--- src/design/ecs_pkg.sv ---
package ecs_pkg;

   // ==========================================================
   // Widths and fixed codes
   // ==========================================================
   localparam int unsigned STATUS_W = 4;
   localparam int unsigned CURR_W = 12;
   localparam int unsigned TIME_W = 16;
   localparam logic [3:0] CODE_AUTO = 4'h0;
   localparam logic [3:0] CODE_MAX_POINT = 4'ha;
   localparam logic [3:0] CODE_PURGE_H2S = 4'hc;
   localparam logic [3:0] CODE_AUTOCAL = 4'hd;
   localparam logic [3:0] CODE_ALARM_RST = 4'he;

   // Current inputs in units of 1/16 mA
   localparam logic [11:0] CURR_HIGH_MIN = 12'h0b0;
   localparam logic [11:0] CURR_ZERO_LVL = 12'h040;
   localparam logic [11:0] CURR_HALF_MA = 12'h008;
   localparam int unsigned CURR_FRAC_BITS = 4;

   // ==========================================================
   // Timing: phase times are given in seconds
   // ==========================================================
   localparam int unsigned CLOCK_HZ = 25_000_000;
   localparam int unsigned TICK_MS = 1;
   localparam int unsigned TICK_CYCLES = CLOCK_HZ / 1000 * TICK_MS;
   localparam int unsigned MS_PER_S = 1000;

   // ==========================================================
   // Reset values
   // ==========================================================
   localparam logic [3:0] STATUS_RST = 4'h0;
   localparam logic [15:0] TIMER_RST = 16'h0000;

   // ==========================================================
   // Types
   // ==========================================================
   typedef enum logic [2:0] {
      ECS_OFF = 3'h0,
      ECS_RELAY4 = 3'h1,
      ECS_CURR4 = 3'h2,
      ECS_CURR1 = 3'h3,
      ECS_FIELDBUS = 3'h4
   } ecs_source_t;

   typedef enum logic [2:0] {
      ST_IDLE = 3'b000,
      ST_ZERO = 3'b001,
      ST_ASPIRATE = 3'b011,
      ST_MEASURE = 3'b010,
      ST_SB_PURGE = 3'b110,
      ST_STANDBY = 3'b111,
      ST_AUTO = 3'b101
   } ecs_state_t;

   typedef struct packed {
      logic [15:0] zero_s;
      logic [15:0] aspirate_s;
      logic [15:0] standby_purge_s;
   } ecs_times_t;

   typedef struct packed {
      logic pump_on;
      logic valves_open;
      logic zero_gas_valve;
      logic [3:0] point;
   } ecs_gas_t;

endpackage : ecs_pkg

--- src/design/ecs_sequencer.sv ---
`timescale 1ns/100ps
module ecs_sequencer (
   input wire logic i_clock,
   input wire logic i_resetn,
   input wire logic i_io_module_fitted,
   input wire logic i_ext_enable,
   input wire ecs_pkg::ecs_source_t i_source,
   input wire logic i_biogas_variant,
   input wire logic [3:0] i_points_installed,
   input wire ecs_pkg::ecs_times_t i_times,
   input wire logic [3:0] i_relay_contacts,
   input wire logic [3:0] i_fieldbus_status,
   input wire logic [11:0] i_cmd_current_in_0,
   input wire logic [11:0] i_cmd_current_in_1,
   input wire logic [11:0] i_cmd_current_in_2,
   input wire logic [11:0] i_cmd_current_in_3,
   output logic o_active,
   output logic [3:0] o_status,
   output ecs_pkg::ecs_state_t o_state,
   output ecs_pkg::ecs_gas_t o_gas,
   output logic o_auto_switching,
   output logic o_measuring,
   output logic o_h2s_purge,
   output logic o_autocal_start,
   output logic o_alarm_reset
);
   import ecs_pkg::*;

   // ==========================================================
   // Status number decode
   // ==========================================================
   logic [3:0] bits4;
   logic [3:0] level1;
   logic [3:0] raw_status;
   logic [11:0] above_zero;
   logic [7:0] rounded;
   logic decode_on;

   always_comb begin
      bits4[0] = (i_cmd_current_in_0 >= CURR_HIGH_MIN);
      bits4[1] = (i_cmd_current_in_1 >= CURR_HIGH_MIN);
      bits4[2] = (i_cmd_current_in_2 >= CURR_HIGH_MIN);
      bits4[3] = (i_cmd_current_in_3 >= CURR_HIGH_MIN);
   end

   // Rounding adds half a mA before truncating the fraction
   always_comb begin
      above_zero = 12'h000;
      rounded = 8'h00;
      level1 = 4'h0;
      if (i_cmd_current_in_0 > CURR_ZERO_LVL) begin
         above_zero = 12'(i_cmd_current_in_0 - CURR_ZERO_LVL);
      end
      rounded = 8'((above_zero + CURR_HALF_MA) >> CURR_FRAC_BITS);
      if (rounded > 8'h0f) begin
         level1 = 4'hf;
      end else begin
         level1 = rounded[3:0];
      end
   end

   always_comb begin
      decode_on = i_io_module_fitted && i_ext_enable;
      raw_status = STATUS_RST;
      case (i_source)
         ECS_RELAY4: raw_status = i_relay_contacts;
         ECS_CURR4: raw_status = bits4;
         ECS_CURR1: raw_status = level1;
         ECS_FIELDBUS: raw_status = i_fieldbus_status;
         default: decode_on = 1'b0;
      endcase
   end

   // ==========================================================
   // Registered status and change detection
   // ==========================================================
   logic [3:0] status_q, status_d;
   logic active_q, active_d;
   logic changed;

   always_comb begin
      active_d = decode_on;
      status_d = decode_on ? raw_status : STATUS_RST;
   end

   always_ff @(posedge i_clock) begin
      if (!i_resetn) begin
         status_q <= STATUS_RST;
         active_q <= 1'b0;
      end else begin
         status_q <= status_d;
         active_q <= active_d;
      end
   end

   // A fresh enable counts as a change so the first command acts
   assign changed = (status_d != status_q) || (active_d && !active_q);

   // ==========================================================
   // Millisecond tick and phase timer
   // ==========================================================
   logic [14:0] div_q, div_d;
   logic tick;
   logic [15:0] sec_q, sec_d;
   logic [9:0] ms_q, ms_d;

   always_comb begin
      tick = (div_q == 15'(TICK_CYCLES - 1));
      div_d = tick ? 15'h0000 : 15'(div_q + 15'h0001);
   end

   always_ff @(posedge i_clock) begin
      if (!i_resetn) begin
         div_q <= 15'h0000;
      end else begin
         div_q <= div_d;
      end
   end

   // ==========================================================
   // Phase timer
   // ==========================================================
   logic timer_clr;
   logic sec_tick;

   // Clearing the millisecond count as well keeps a phase from ending
   // up to a second early
   always_comb begin
      sec_tick = tick && (ms_q == 10'(MS_PER_S - 1));
      ms_d = ms_q;
      sec_d = sec_q;
      if (timer_clr) begin
         ms_d = 10'h000;
         sec_d = TIMER_RST;
      end else if (sec_tick) begin
         ms_d = 10'h000;
         // Saturate so a very long phase never wraps to a short one
         sec_d = (sec_q == 16'hffff) ? sec_q : 16'(sec_q + 16'h0001);
      end else if (tick) begin
         ms_d = 10'(ms_q + 10'h001);
      end
   end

   always_ff @(posedge i_clock) begin
      if (!i_resetn) begin
         ms_q <= 10'h000;
         sec_q <= TIMER_RST;
      end else begin
         ms_q <= ms_d;
         sec_q <= sec_d;
      end
   end

   // ==========================================================
   // Sequencer
   // ==========================================================
   ecs_state_t state_q, state_d;
   logic [3:0] point_q, point_d;
   logic is_point;
   logic is_standby;
   logic phase_done;
   logic [15:0] limit;
   logic cal_d, alarm_d, purge_d;

   always_comb begin
      is_point = (status_d != CODE_AUTO) && (status_d <= CODE_MAX_POINT)
         && (status_d <= i_points_installed);
      is_standby = (status_d > i_points_installed)
         && (status_d != CODE_PURGE_H2S) && (status_d != CODE_AUTOCAL)
         && (status_d != CODE_ALARM_RST);
      if (status_d > CODE_MAX_POINT && status_d != CODE_PURGE_H2S
            && status_d != CODE_AUTOCAL && status_d != CODE_ALARM_RST) begin
         is_standby = 1'b1;
      end
      case (state_q)
         ST_ZERO: limit = i_times.zero_s;
         ST_ASPIRATE: limit = i_times.aspirate_s;
         ST_SB_PURGE: limit = i_times.standby_purge_s;
         default: limit = TIMER_RST;
      endcase
      phase_done = (sec_q >= limit);
   end

   always_comb begin
      state_d = state_q;
      point_d = point_q;
      cal_d = 1'b0;
      alarm_d = 1'b0;
      purge_d = o_h2s_purge;
      timer_clr = 1'b0;
      if (!active_d) begin
         state_d = ST_IDLE;
         purge_d = 1'b0;
      end else if (changed) begin
         // Every accepted command restarts the phase clock, pulse codes too
         timer_clr = 1'b1;
         purge_d = 1'b0;
         if (status_d == CODE_AUTO) begin
            state_d = ST_AUTO;
         end else if (is_point) begin
            point_d = status_d;
            state_d = ST_ZERO;
         end else if (is_standby) begin
            state_d = ST_SB_PURGE;
         end else if (status_d == CODE_PURGE_H2S) begin
            purge_d = i_biogas_variant;
         end else if (status_d == CODE_AUTOCAL) begin
            cal_d = 1'b1;
         end else begin
            alarm_d = 1'b1;
         end
      end else begin
         case (state_q)
            ST_ZERO: if (phase_done) begin
               state_d = ST_ASPIRATE;
               timer_clr = 1'b1;
            end
            ST_ASPIRATE: if (phase_done) begin
               state_d = ST_MEASURE;
            end
            ST_SB_PURGE: if (phase_done) begin
               state_d = ST_STANDBY;
            end
            default: state_d = state_q;
         endcase
      end
   end

   always_ff @(posedge i_clock) begin
      if (!i_resetn) begin
         state_q <= ST_IDLE;
         point_q <= 4'h0;
         o_autocal_start <= 1'b0;
         o_alarm_reset <= 1'b0;
         o_h2s_purge <= 1'b0;
      end else begin
         state_q <= state_d;
         point_q <= point_d;
         o_autocal_start <= cal_d;
         o_alarm_reset <= alarm_d;
         o_h2s_purge <= purge_d;
      end
   end

   // ==========================================================
   // Registered outputs
   // ==========================================================
   ecs_gas_t gas_d;
   logic auto_d, meas_d;

   always_comb begin
      gas_d.point = point_d;
      gas_d.zero_gas_valve = (state_d == ST_ZERO) || (state_d == ST_SB_PURGE);
      gas_d.valves_open = (state_d == ST_ASPIRATE) || (state_d == ST_MEASURE);
      // Standby purge runs the pump; settled standby stops it
      gas_d.pump_on = (state_d != ST_STANDBY) && (state_d != ST_IDLE)
         && (state_d != ST_AUTO);
      if (state_d == ST_STANDBY) begin
         gas_d.valves_open = 1'b0;
         gas_d.zero_gas_valve = 1'b0;
      end
   end

   always_comb begin
      auto_d = (state_d == ST_AUTO);
      meas_d = (state_d == ST_MEASURE);
   end

   always_ff @(posedge i_clock) begin
      if (!i_resetn) begin
         o_active <= 1'b0;
         o_status <= STATUS_RST;
         o_state <= ST_IDLE;
         o_gas <= '0;
         o_auto_switching <= 1'b0;
         o_measuring <= 1'b0;
      end else begin
         o_active <= active_d;
         o_status <= status_d;
         o_state <= state_d;
         o_gas <= gas_d;
         o_auto_switching <= auto_d;
         o_measuring <= meas_d;
      end
   end

endmodule : ecs_sequencer

--- config.mk ---
export PLATFORM = sky130hd
export DESIGN_NAME = ecs_sequencer
export DESIGN_NICKNAME = d
export VERILOG_FILES = /design/src/design/ecs_pkg.sv /design/src/design/ecs_sequencer.sv
export SDC_FILE = /design/constraint.sdc
export NUM_CORES = 1
export LEC_CHECK = 0
export BUFFER_PORTS_ARGS = -buffer_cell sky130_fd_sc_hd__clkbuf_2
export CORE_ASPECT_RATIO = 0.75
export CORE_MARGIN = 1
export CORE_UTILIZATION = 40
export DETAILED_ROUTE_END_ITERATION = 16
export GPL_TIMING_DRIVEN = 0
export PLACE_DENSITY = 0.71
export SYNTH_ARGS = -nofsm -noshare
export SYNTH_HDL_FRONTEND = slang
export SYNTH_SLANG_ARGS = --single-unit
export TNS_END_PERCENT = 100
--- constraint.sdc ---
create_clock -name i_clock -period 10.7 [get_ports i_clock]
set_clock_uncertainty 0.1 [all_clocks]
set_input_delay 1.07 -clock i_clock [delete_from_list [all_inputs] [get_ports i_clock]]
set_output_delay 1.07 -clock i_clock [all_outputs]
set_load 0.01 [all_outputs]
---- Word level (Yosys, flattened, before mapping) ----
Index checks and enable logic that the tools add are counted.
word-level totals
  register bits after elaboration ......... 61
  bits of input ports ..................... 116
  output and inout port bits .............. 20
operators by class
  reduce and logical (&&, ||, !) cells .... 29
  add/subtract/negate cells ............... 5
  $lt $le $gt $ge ......................... 11
  eq/ne operators ......................... 24
  bitwise logic cells ..................... 5
  muxes and demuxes ....................... 30
operators with widths
  kind                     count
  $ge A12 B8 Y1 const B    4
  $pmux W16 S3             1
  $mux W3                  8
  $mux W4                  6
  $add A16 B1 Y16 const B  1
  $eq A16 B16 Y1 const B   1
  $ge A16 B16 Y1           1
  $pmux W4 S4              1
  $add A15 B1 Y15 const B  1
  $eq A15 B15 Y1 const B   1
  $eq A3 B2 Y1 const B     5
  $eq A3 B3 Y1 const B     5
  $logic_and A1 B1 Y1      13
  $add A12 B4 Y12 const B  1
  $gt A12 B7 Y1 const B    1
  $mux W1                  12
  $mux W12                 1
  $ne A4 B4 Y1 const B     3
  $sub A12 B7 Y12 const B  1
  $add A10 B1 Y10 const B  1
  $eq A10 B10 Y1 const B   1
  $eq A3 B1 Y1 const B     3
  $pmux W3 S3              1
  $eq A4 B4 Y1 const B     2
  19 further kinds         29

---- Logic depth before layout (Yosys ltp) ----
  depth after elaboration ................. 20
  gate-level depth with buffers ........... 23

---- Least setup slack after synthesis ----
OpenSTA, ideal clock, no wires.
  path kind ............................... input-to-reg
  from .................................... input port i_cmd_current_in_0[6]
  to ...................................... register o_gas[4] (netlist name)
  library setup time ...................... 117 ps
  arrival ................................. 4952 ps
  stages .................................. 22
  slack ................................... 5531 ps
  path through ............................ buf_2 inv_1 ha_1 nand2_1 and2_1 ha_1 nand3b_1 or3_1 a211o_1 and2_4 o31ai_4 nor2_1 ha_1 o21ai_0 nand2b_1 a21oi_1 a41oi_1 o21ai_1 and3_1 o311ai_4 nor2_1 a32o_2
between the ends
  longest elaborated chain between the ends .. 19
ends and longest elaborated chain
  what                                                                            line                                      text
  start: declaration                                                              ecs_sequencer.sv:13                       input wire logic [11:0] i_cmd_current_in_0,
  $sub A12 B7 Y12 / $gt A12 B7 Y1 (equally long branches)                         ecs_sequencer.sv:52, ecs_sequencer.sv:51
  $mux W12                                                                        ecs_sequencer.sv:51                       if (i_cmd_current_in_0 > CURR_ZERO_LVL) begin
  $add A12 B4 Y12                                                                 ecs_sequencer.sv:54                       rounded = 8'((above_zero + CURR_HALF_MA) >> CURR_FRAC_BITS);
  $gt A8 B4 Y1                                                                    ecs_sequencer.sv:55                       if (rounded > 8'h0f) begin
  $mux W4                                                                         ecs_sequencer.sv:55
  $pmux W4 S4 *                                                                   ecs_sequencer.sv:65                       case (i_source)
  $mux W4 *                                                                       ecs_sequencer.sv:83                       status_d = decode_on ? raw_status : STATUS_RST;
  $gt A4 B4 Y1 (tied with other cells)                                            ecs_sequencer.sv:168                      is_standby = (status_d > i_points_installed)
  (+3 left out)                                                                   --
  $mux W1                                                                         ecs_sequencer.sv:171                      if (status_d > CODE_MAX_POINT && status_d != CODE_PURGE_H2S
  $mux W3                                                                         ecs_sequencer.sv:203                      end else if (is_standby) begin
  $mux W3                                                                         ecs_sequencer.sv:200                      end else if (is_point) begin
  $mux W3                                                                         ecs_sequencer.sv:198                      if (status_d == CODE_AUTO) begin
  $mux W3 *                                                                       ecs_sequencer.sv:194                      end else if (changed) begin
  $mux W3 *                                                                       ecs_sequencer.sv:191                      if (!active_d) begin
  $eq A3 B3 Y1 (tied with other cells)                                            ecs_sequencer.sv:258                      if (state_d == ST_STANDBY) begin
  $reduce_or A2 Y1 (no source line) / $logic_or A1 B1 Y1 (equally long branches)  --
  end signal: assignment                                                          ecs_sequencer.sv:281                      o_gas <= gas_d;
  end: declaration                                                                ecs_sequencer.sv:20                       output ecs_pkg::ecs_gas_t o_gas,
Mark *: on every way between the ends. The rest lies on a longest branch, timed or not.
A chain may end at the register's enable or synchronous reset.

---- Worst setup path after layout ----
Same ends and word-level chain as after synthesis.

==> results.md <==
- The flip-flop and latch count after synthesis is a little over 60.
- Of the total power, the share spent switching nets is 23.9%.
- The average detailed-routed wire length per instance is 13.8 µm.
- The post-CTS setup-driven buffer insertion count is 0.
- The leakage power summed over all cells is 2.23 nW.
- The overall die height is just over 90 µm.
- Sequential cells burn 36.4% of the power.
- After routing, the total negative slack on setup checks comes to 0 ns.
- ~140 I/O pins were placed.
- The CTS root buffer is sky130_fd_sc_hd__clkbuf_16.
- The smallest clock period supported by the final layout is computed as 5.83 ns.
- The logic depth of the worst register-to-register path is 18.
- The max-slew violation total from the final report came to 0.
- The number of detailed-routing iterations run before antenna repair is 5.
- The number of buffers added by the clock tree synthesis step is 9.
- The total power per unit cell area is about 120 nW/µm².
- The total half-perimeter wirelength after legalization and detailed placement is 9130 µm.
- The starting density of the core is 41.7%.
- The startpoint class of the critical path is a primary input.
- The startpoint of the lowest-slack register-to-register path is o_state[0].
- The number of rows in the core area is 32.
- The clock tree from TritonCTS is built.
- The final net count is 829.
- The die covers 11300 µm².
- The register-to-register setup slack is 6.16 ns.
- The placed instance area is 5110 µm².
- Port buffering added 121 buffers.
- The reg-to-reg critical path endpoint is o_gas[5].
- The nature of the critical path endpoint is a flop.
- The cell type group with the largest total delay on the critical path is compound AO/OA/AOI/OAI gates.
- The worst min-delay path startpoint is o_h2s_purge.
- The final hold violation count is 0.
- By area the synthesized netlist is led by sky130_fd_sc_hd__dfxtp_1 (28%), sky130_fd_sc_hd__ha_1 (8.1%), sky130_fd_sc_hd__nor2_1 (7.3%).
- After the first detailed-routing iteration, the DRC count stood at 240.
- The first global-routing pass estimated around 19000 µm of wire.
- The final critical path takes up 54.5% of the cycle.
- The worst hold path terminates at o_h2s_purge.
- For this run, the share of the core covered by cells in the final layout is 52.3%.
- The leading area contributor after synthesis is sky130_fd_sc_hd__dfxtp_1.
- The residual antenna-violating net count after detailed routing is 0.
- STA puts the critical path data required time at 10.81 ns.
- Together, buffers and inverters on the worst path number 3.
- Of the cells placed in the final design, the portion with a size suffix greater than 1 is 23.2%.
- The sequential-to-total area share from yosys stat is approximately 28%.
- The synthesized area per cell is 7.84 µm².
- IR analysis of the VDD net gives a maximum drop of between 0.00007 and 0.00008 V.
- Summed over all layers, the global routing overflow is 0.
- The worst hold path class is reg2reg.
- The run finished with clean final reports.
- The clock passes through at most 2 buffers.
- The most common cell type on the critical path is sky130_fd_sc_hd__ha_1.
- The internal power of the cells is between 400 and 500 µW.
- The cell area after technology mapping is 4340 µm².
- The die is 122 µm wide.
- Based on the critical path, the design can be clocked at up to 172 MHz.
- The core region is 10400 µm².
- After detailed routing, the number of vias per cell comes to ~5.4.
- The largest stage delay on the critical path is ~0.48 ns.
- The clock network burns 48.5% of the power.
- The number of synthesized flops with an enable pin is 0.
- Setup repair after global routing left no endpoint under its margin.
- Relative to the synthesized area, the layout overhead comes to 25.4%.
- Along the worst hold path, the cell count comes to 2.
- The initial antenna violation count came to 0.
- The setup-violating endpoint count in the final report is 0.
- The portion of total power attributed to combinational logic is around 15%.
- Along the worst path, the maximum fanout reaches 8.
- The top cell types in the final layout, fill and taps aside, are sky130_fd_sc_hd__clkbuf_2 (121), sky130_fd_sc_hd__nor2_1 (84), sky130_fd_sc_hd__dfxtp_1 (61).
- Clock tree synthesis found a total of just over 60 sinks.
- The clock tree synthesis step divided the H-tree into 3 levels.
- The slowest stage of the critical path belongs to the cell sky130_fd_sc_hd__a41oi_1.
- The net switching power is 152 µW.
- The finished cells cover about 5400 µm².
- The maximum number of pins on one net before global-route repair is 11.
- Walking the worst path, the cells encountered are clkbuf_2 > buf_2 > inv_1 > ha_1 > nand2_1 > and2_1 > ha_1 > nand3b_1 > or3_1 > a211o_1 > and2_4 > o31ai_4 > nor2_1 > ha_1 > o21ai_0 > nand2b_1 > a21oi_1 > a41oi_1 > o21ai_1 > and3_1 > o311ai_4 > nor2_1 > a32o_2.
- The max-cap check violation count is 0.
- Post-CTS repair changed the size of 0 cells.
- The residual DRC count is 0.
- The routed wire length is ~11000 µm.
- The via count of the first global-routing pass is 4158.
- The hold buffer count at CTS is 0.
- Data arrives at the worst endpoint at 5.94 ns.
- The worst setup path is of the in2reg kind.
- Headroom to the max-slew limit came out at 53.2%.
- The fraction of synthesis flops using an asynchronous set or reset pin is 0%.
- The slew at the pin closest to its max-slew limit is 0.695 ns.
- Yosys mapped the design onto 71 distinct sky130hd cell types.
- The area fraction of the dominant cell type after synthesis is 28.2%.
- Counting every instance in the synthesized netlist gives 553.
- The clock-pin transition on the worst setup and hold timing paths is 0.05 ns.
- The dominant synthesized flop cell is sky130_fd_sc_hd__dfxtp_1.
- The via count is 4468.
- The number of nets in the synthesized netlist is 697.
- The Yosys step of the flow raised 0 warnings.
- Clock latency on the worst-skew pair, taken at its later pin, is 0.32 ns.
- Global routing consumed, over all layers together, 20.7% of the routing resources.
- Counting the fill cells in the layout gives 994.
- The library cell used most frequently in the layout, excluding fill and tap cells, is sky130_fd_sc_hd__clkbuf_2.
- The congestion estimate from routability-driven global placement came to 0.858.
- The antenna diode instance count is 0.
-- through the flow --
step | hold WS, ns | cells | worst slack [ns] | power (mW)
after floorplan | 0.341 | 553 | 5.53 | 0.294
after global placement | 0.361 | 810 | 4.72 | 0.329
after detailed placement | 0.370 | 810 | 4.71 | 0.331
after CTS | 0.382 | 826 | 5.02 | 0.644
after global routing | 0.407 | 826 | 4.55 | 0.668
final | 0.379 | 826 | 4.87 | 0.638
-- state kept, by name, summed over array words and instances, names as in the netlist --
signal and cells:
o_status 4, o_gas 7, div_q 15, o_alarm_reset 1, o_auto_switching 1, o_measuring 1
o_active 1, sec_q 16, o_h2s_purge 1, o_autocal_start 1, o_state 3, ms_q 10
-- power by group through the flow --
| stage | Combinational (mW) | Clock, mW | Sequential, mW |
|---|---|---|---|
| final | 0.0960 | 0.310 | 0.232 |
| after global routing | 0.106 | 0.330 | 0.232 |
| after CTS | 0.0952 | 0.317 | 0.232 |
| after detailed placement | 0.0944 | 0 | 0.237 |
| after global placement | 0.0921 | 0 | 0.237 |
| after floorplan | 0.0575 | 0 | 0.237 |
-- worst register-to-register path, cell delays in order, from the launching register on --
cell,delay [ns]
sky130_fd_sc_hd__dfxtp_1,0.40
sky130_fd_sc_hd__nor2b_1,0.15
sky130_fd_sc_hd__clkbuf_1,0.34
sky130_fd_sc_hd__and2_1,0.19
sky130_fd_sc_hd__clkbuf_1,0.35
sky130_fd_sc_hd__clkbuf_1,0.36
sky130_fd_sc_hd__a21oi_1,0.15
sky130_fd_sc_hd__ha_1,0.31
sky130_fd_sc_hd__a21oi_1,0.06
sky130_fd_sc_hd__nor2b_1,0.10
sky130_fd_sc_hd__o21ai_0,0.08
sky130_fd_sc_hd__and4b_1,0.18
sky130_fd_sc_hd__o21a_1,0.10
sky130_fd_sc_hd__o31ai_1,0.61
sky130_fd_sc_hd__a21oi_1,0.16
sky130_fd_sc_hd__nand3_1,0.11
sky130_fd_sc_hd__nand4_1,0.20
sky130_fd_sc_hd__or2_2,0.37
sky130_fd_sc_hd__nor2b_1,0.16
-- kinds of logic (layout without fill, tap and decap cells) --
kind of cell / after synthesis / count (layout) / share of synthesized area (%)
compound gates: 127 / 127 / 21.1
mux: 4 / 4 / 0.923
buf+inv: 41 / 178 / 3.86
simple gates: 251 / 251 / 29.6
flops: 61 / 61 / 28.2
xor+xnor: 41 / 41 / 8.28
fa+ha+maj: 28 / 28 / 8.08
-- worst max-delay path by stage --
stage	startpoint	endpoint	slack [ns]	cells after the start
after floorplan	i_cmd_current_in_0[6]	o_gas[4]	5.53	22
after global routing	i_cmd_current_in_0[6]	o_gas[4]	4.55	23
after CTS	i_cmd_current_in_0[6]	o_gas[4]	5.02	23
after global placement	i_cmd_current_in_0[6]	o_gas[5]	4.72	21
after detailed placement	i_cmd_current_in_0[6]	o_gas[4]	4.71	23
final	i_cmd_current_in_0[6]	o_gas[4]	4.87	23
-- Yosys cell counts (4+ instances only) --
master,count
sky130_fd_sc_hd__xor2_1,28
sky130_fd_sc_hd__buf_2,5
sky130_fd_sc_hd__nor3b_1,9
sky130_fd_sc_hd__a211oi_1,5
sky130_fd_sc_hd__nand3_1,31
sky130_fd_sc_hd__a22oi_1,17
sky130_fd_sc_hd__ha_1,28
sky130_fd_sc_hd__mux2i_1,4
sky130_fd_sc_hd__nand3b_1,10
sky130_fd_sc_hd__nor2_1,84
sky130_fd_sc_hd__nor4_1,9
sky130_fd_sc_hd__and2_1,6
sky130_fd_sc_hd__a21o_1,5
sky130_fd_sc_hd__inv_1,21
sky130_fd_sc_hd__and3_1,11
sky130_fd_sc_hd__clkbuf_1,12
sky130_fd_sc_hd__nor2b_1,8
sky130_fd_sc_hd__nor3_1,13
sky130_fd_sc_hd__xnor2_1,13
sky130_fd_sc_hd__nand4_1,14
sky130_fd_sc_hd__dfxtp_1,61
sky130_fd_sc_hd__nand2_1,33
sky130_fd_sc_hd__a21oi_1,40
sky130_fd_sc_hd__o21ai_0,15
-- layer usage --
layer  up-vias  share of wire [%]  wire [µm]  global-route usage [%]
met1      2020                 48       5420                    27.2
met5         -                  0          0                       0
li1       2283                  -          -                       -
met3        10                6.2        702                    4.85
met2       155                 45       5180                    33.8
met4         0               0.82         93                    4.98
-- area by class of cell --
| cell class | count | area, µm² | area share (%) |
|---|---|---|---|
| flip-flops and latches | 61 | 1220 | 22.4 |
| clock buffers | 12 | 256 | 4.71 |
| repair buffers | 121 | 606 | 11.1 |
| plain buffers | 19 | 85.1 | 1.56 |
| clock inverters | 4 | 70.1 | 1.29 |
| multi-input cells | 451 | 2950 | 54.2 |
| inverters | 22 | 82.6 | 1.52 |
| well taps | 136 | 170 | 3.13 |
(Power assumes the default switching activity.)
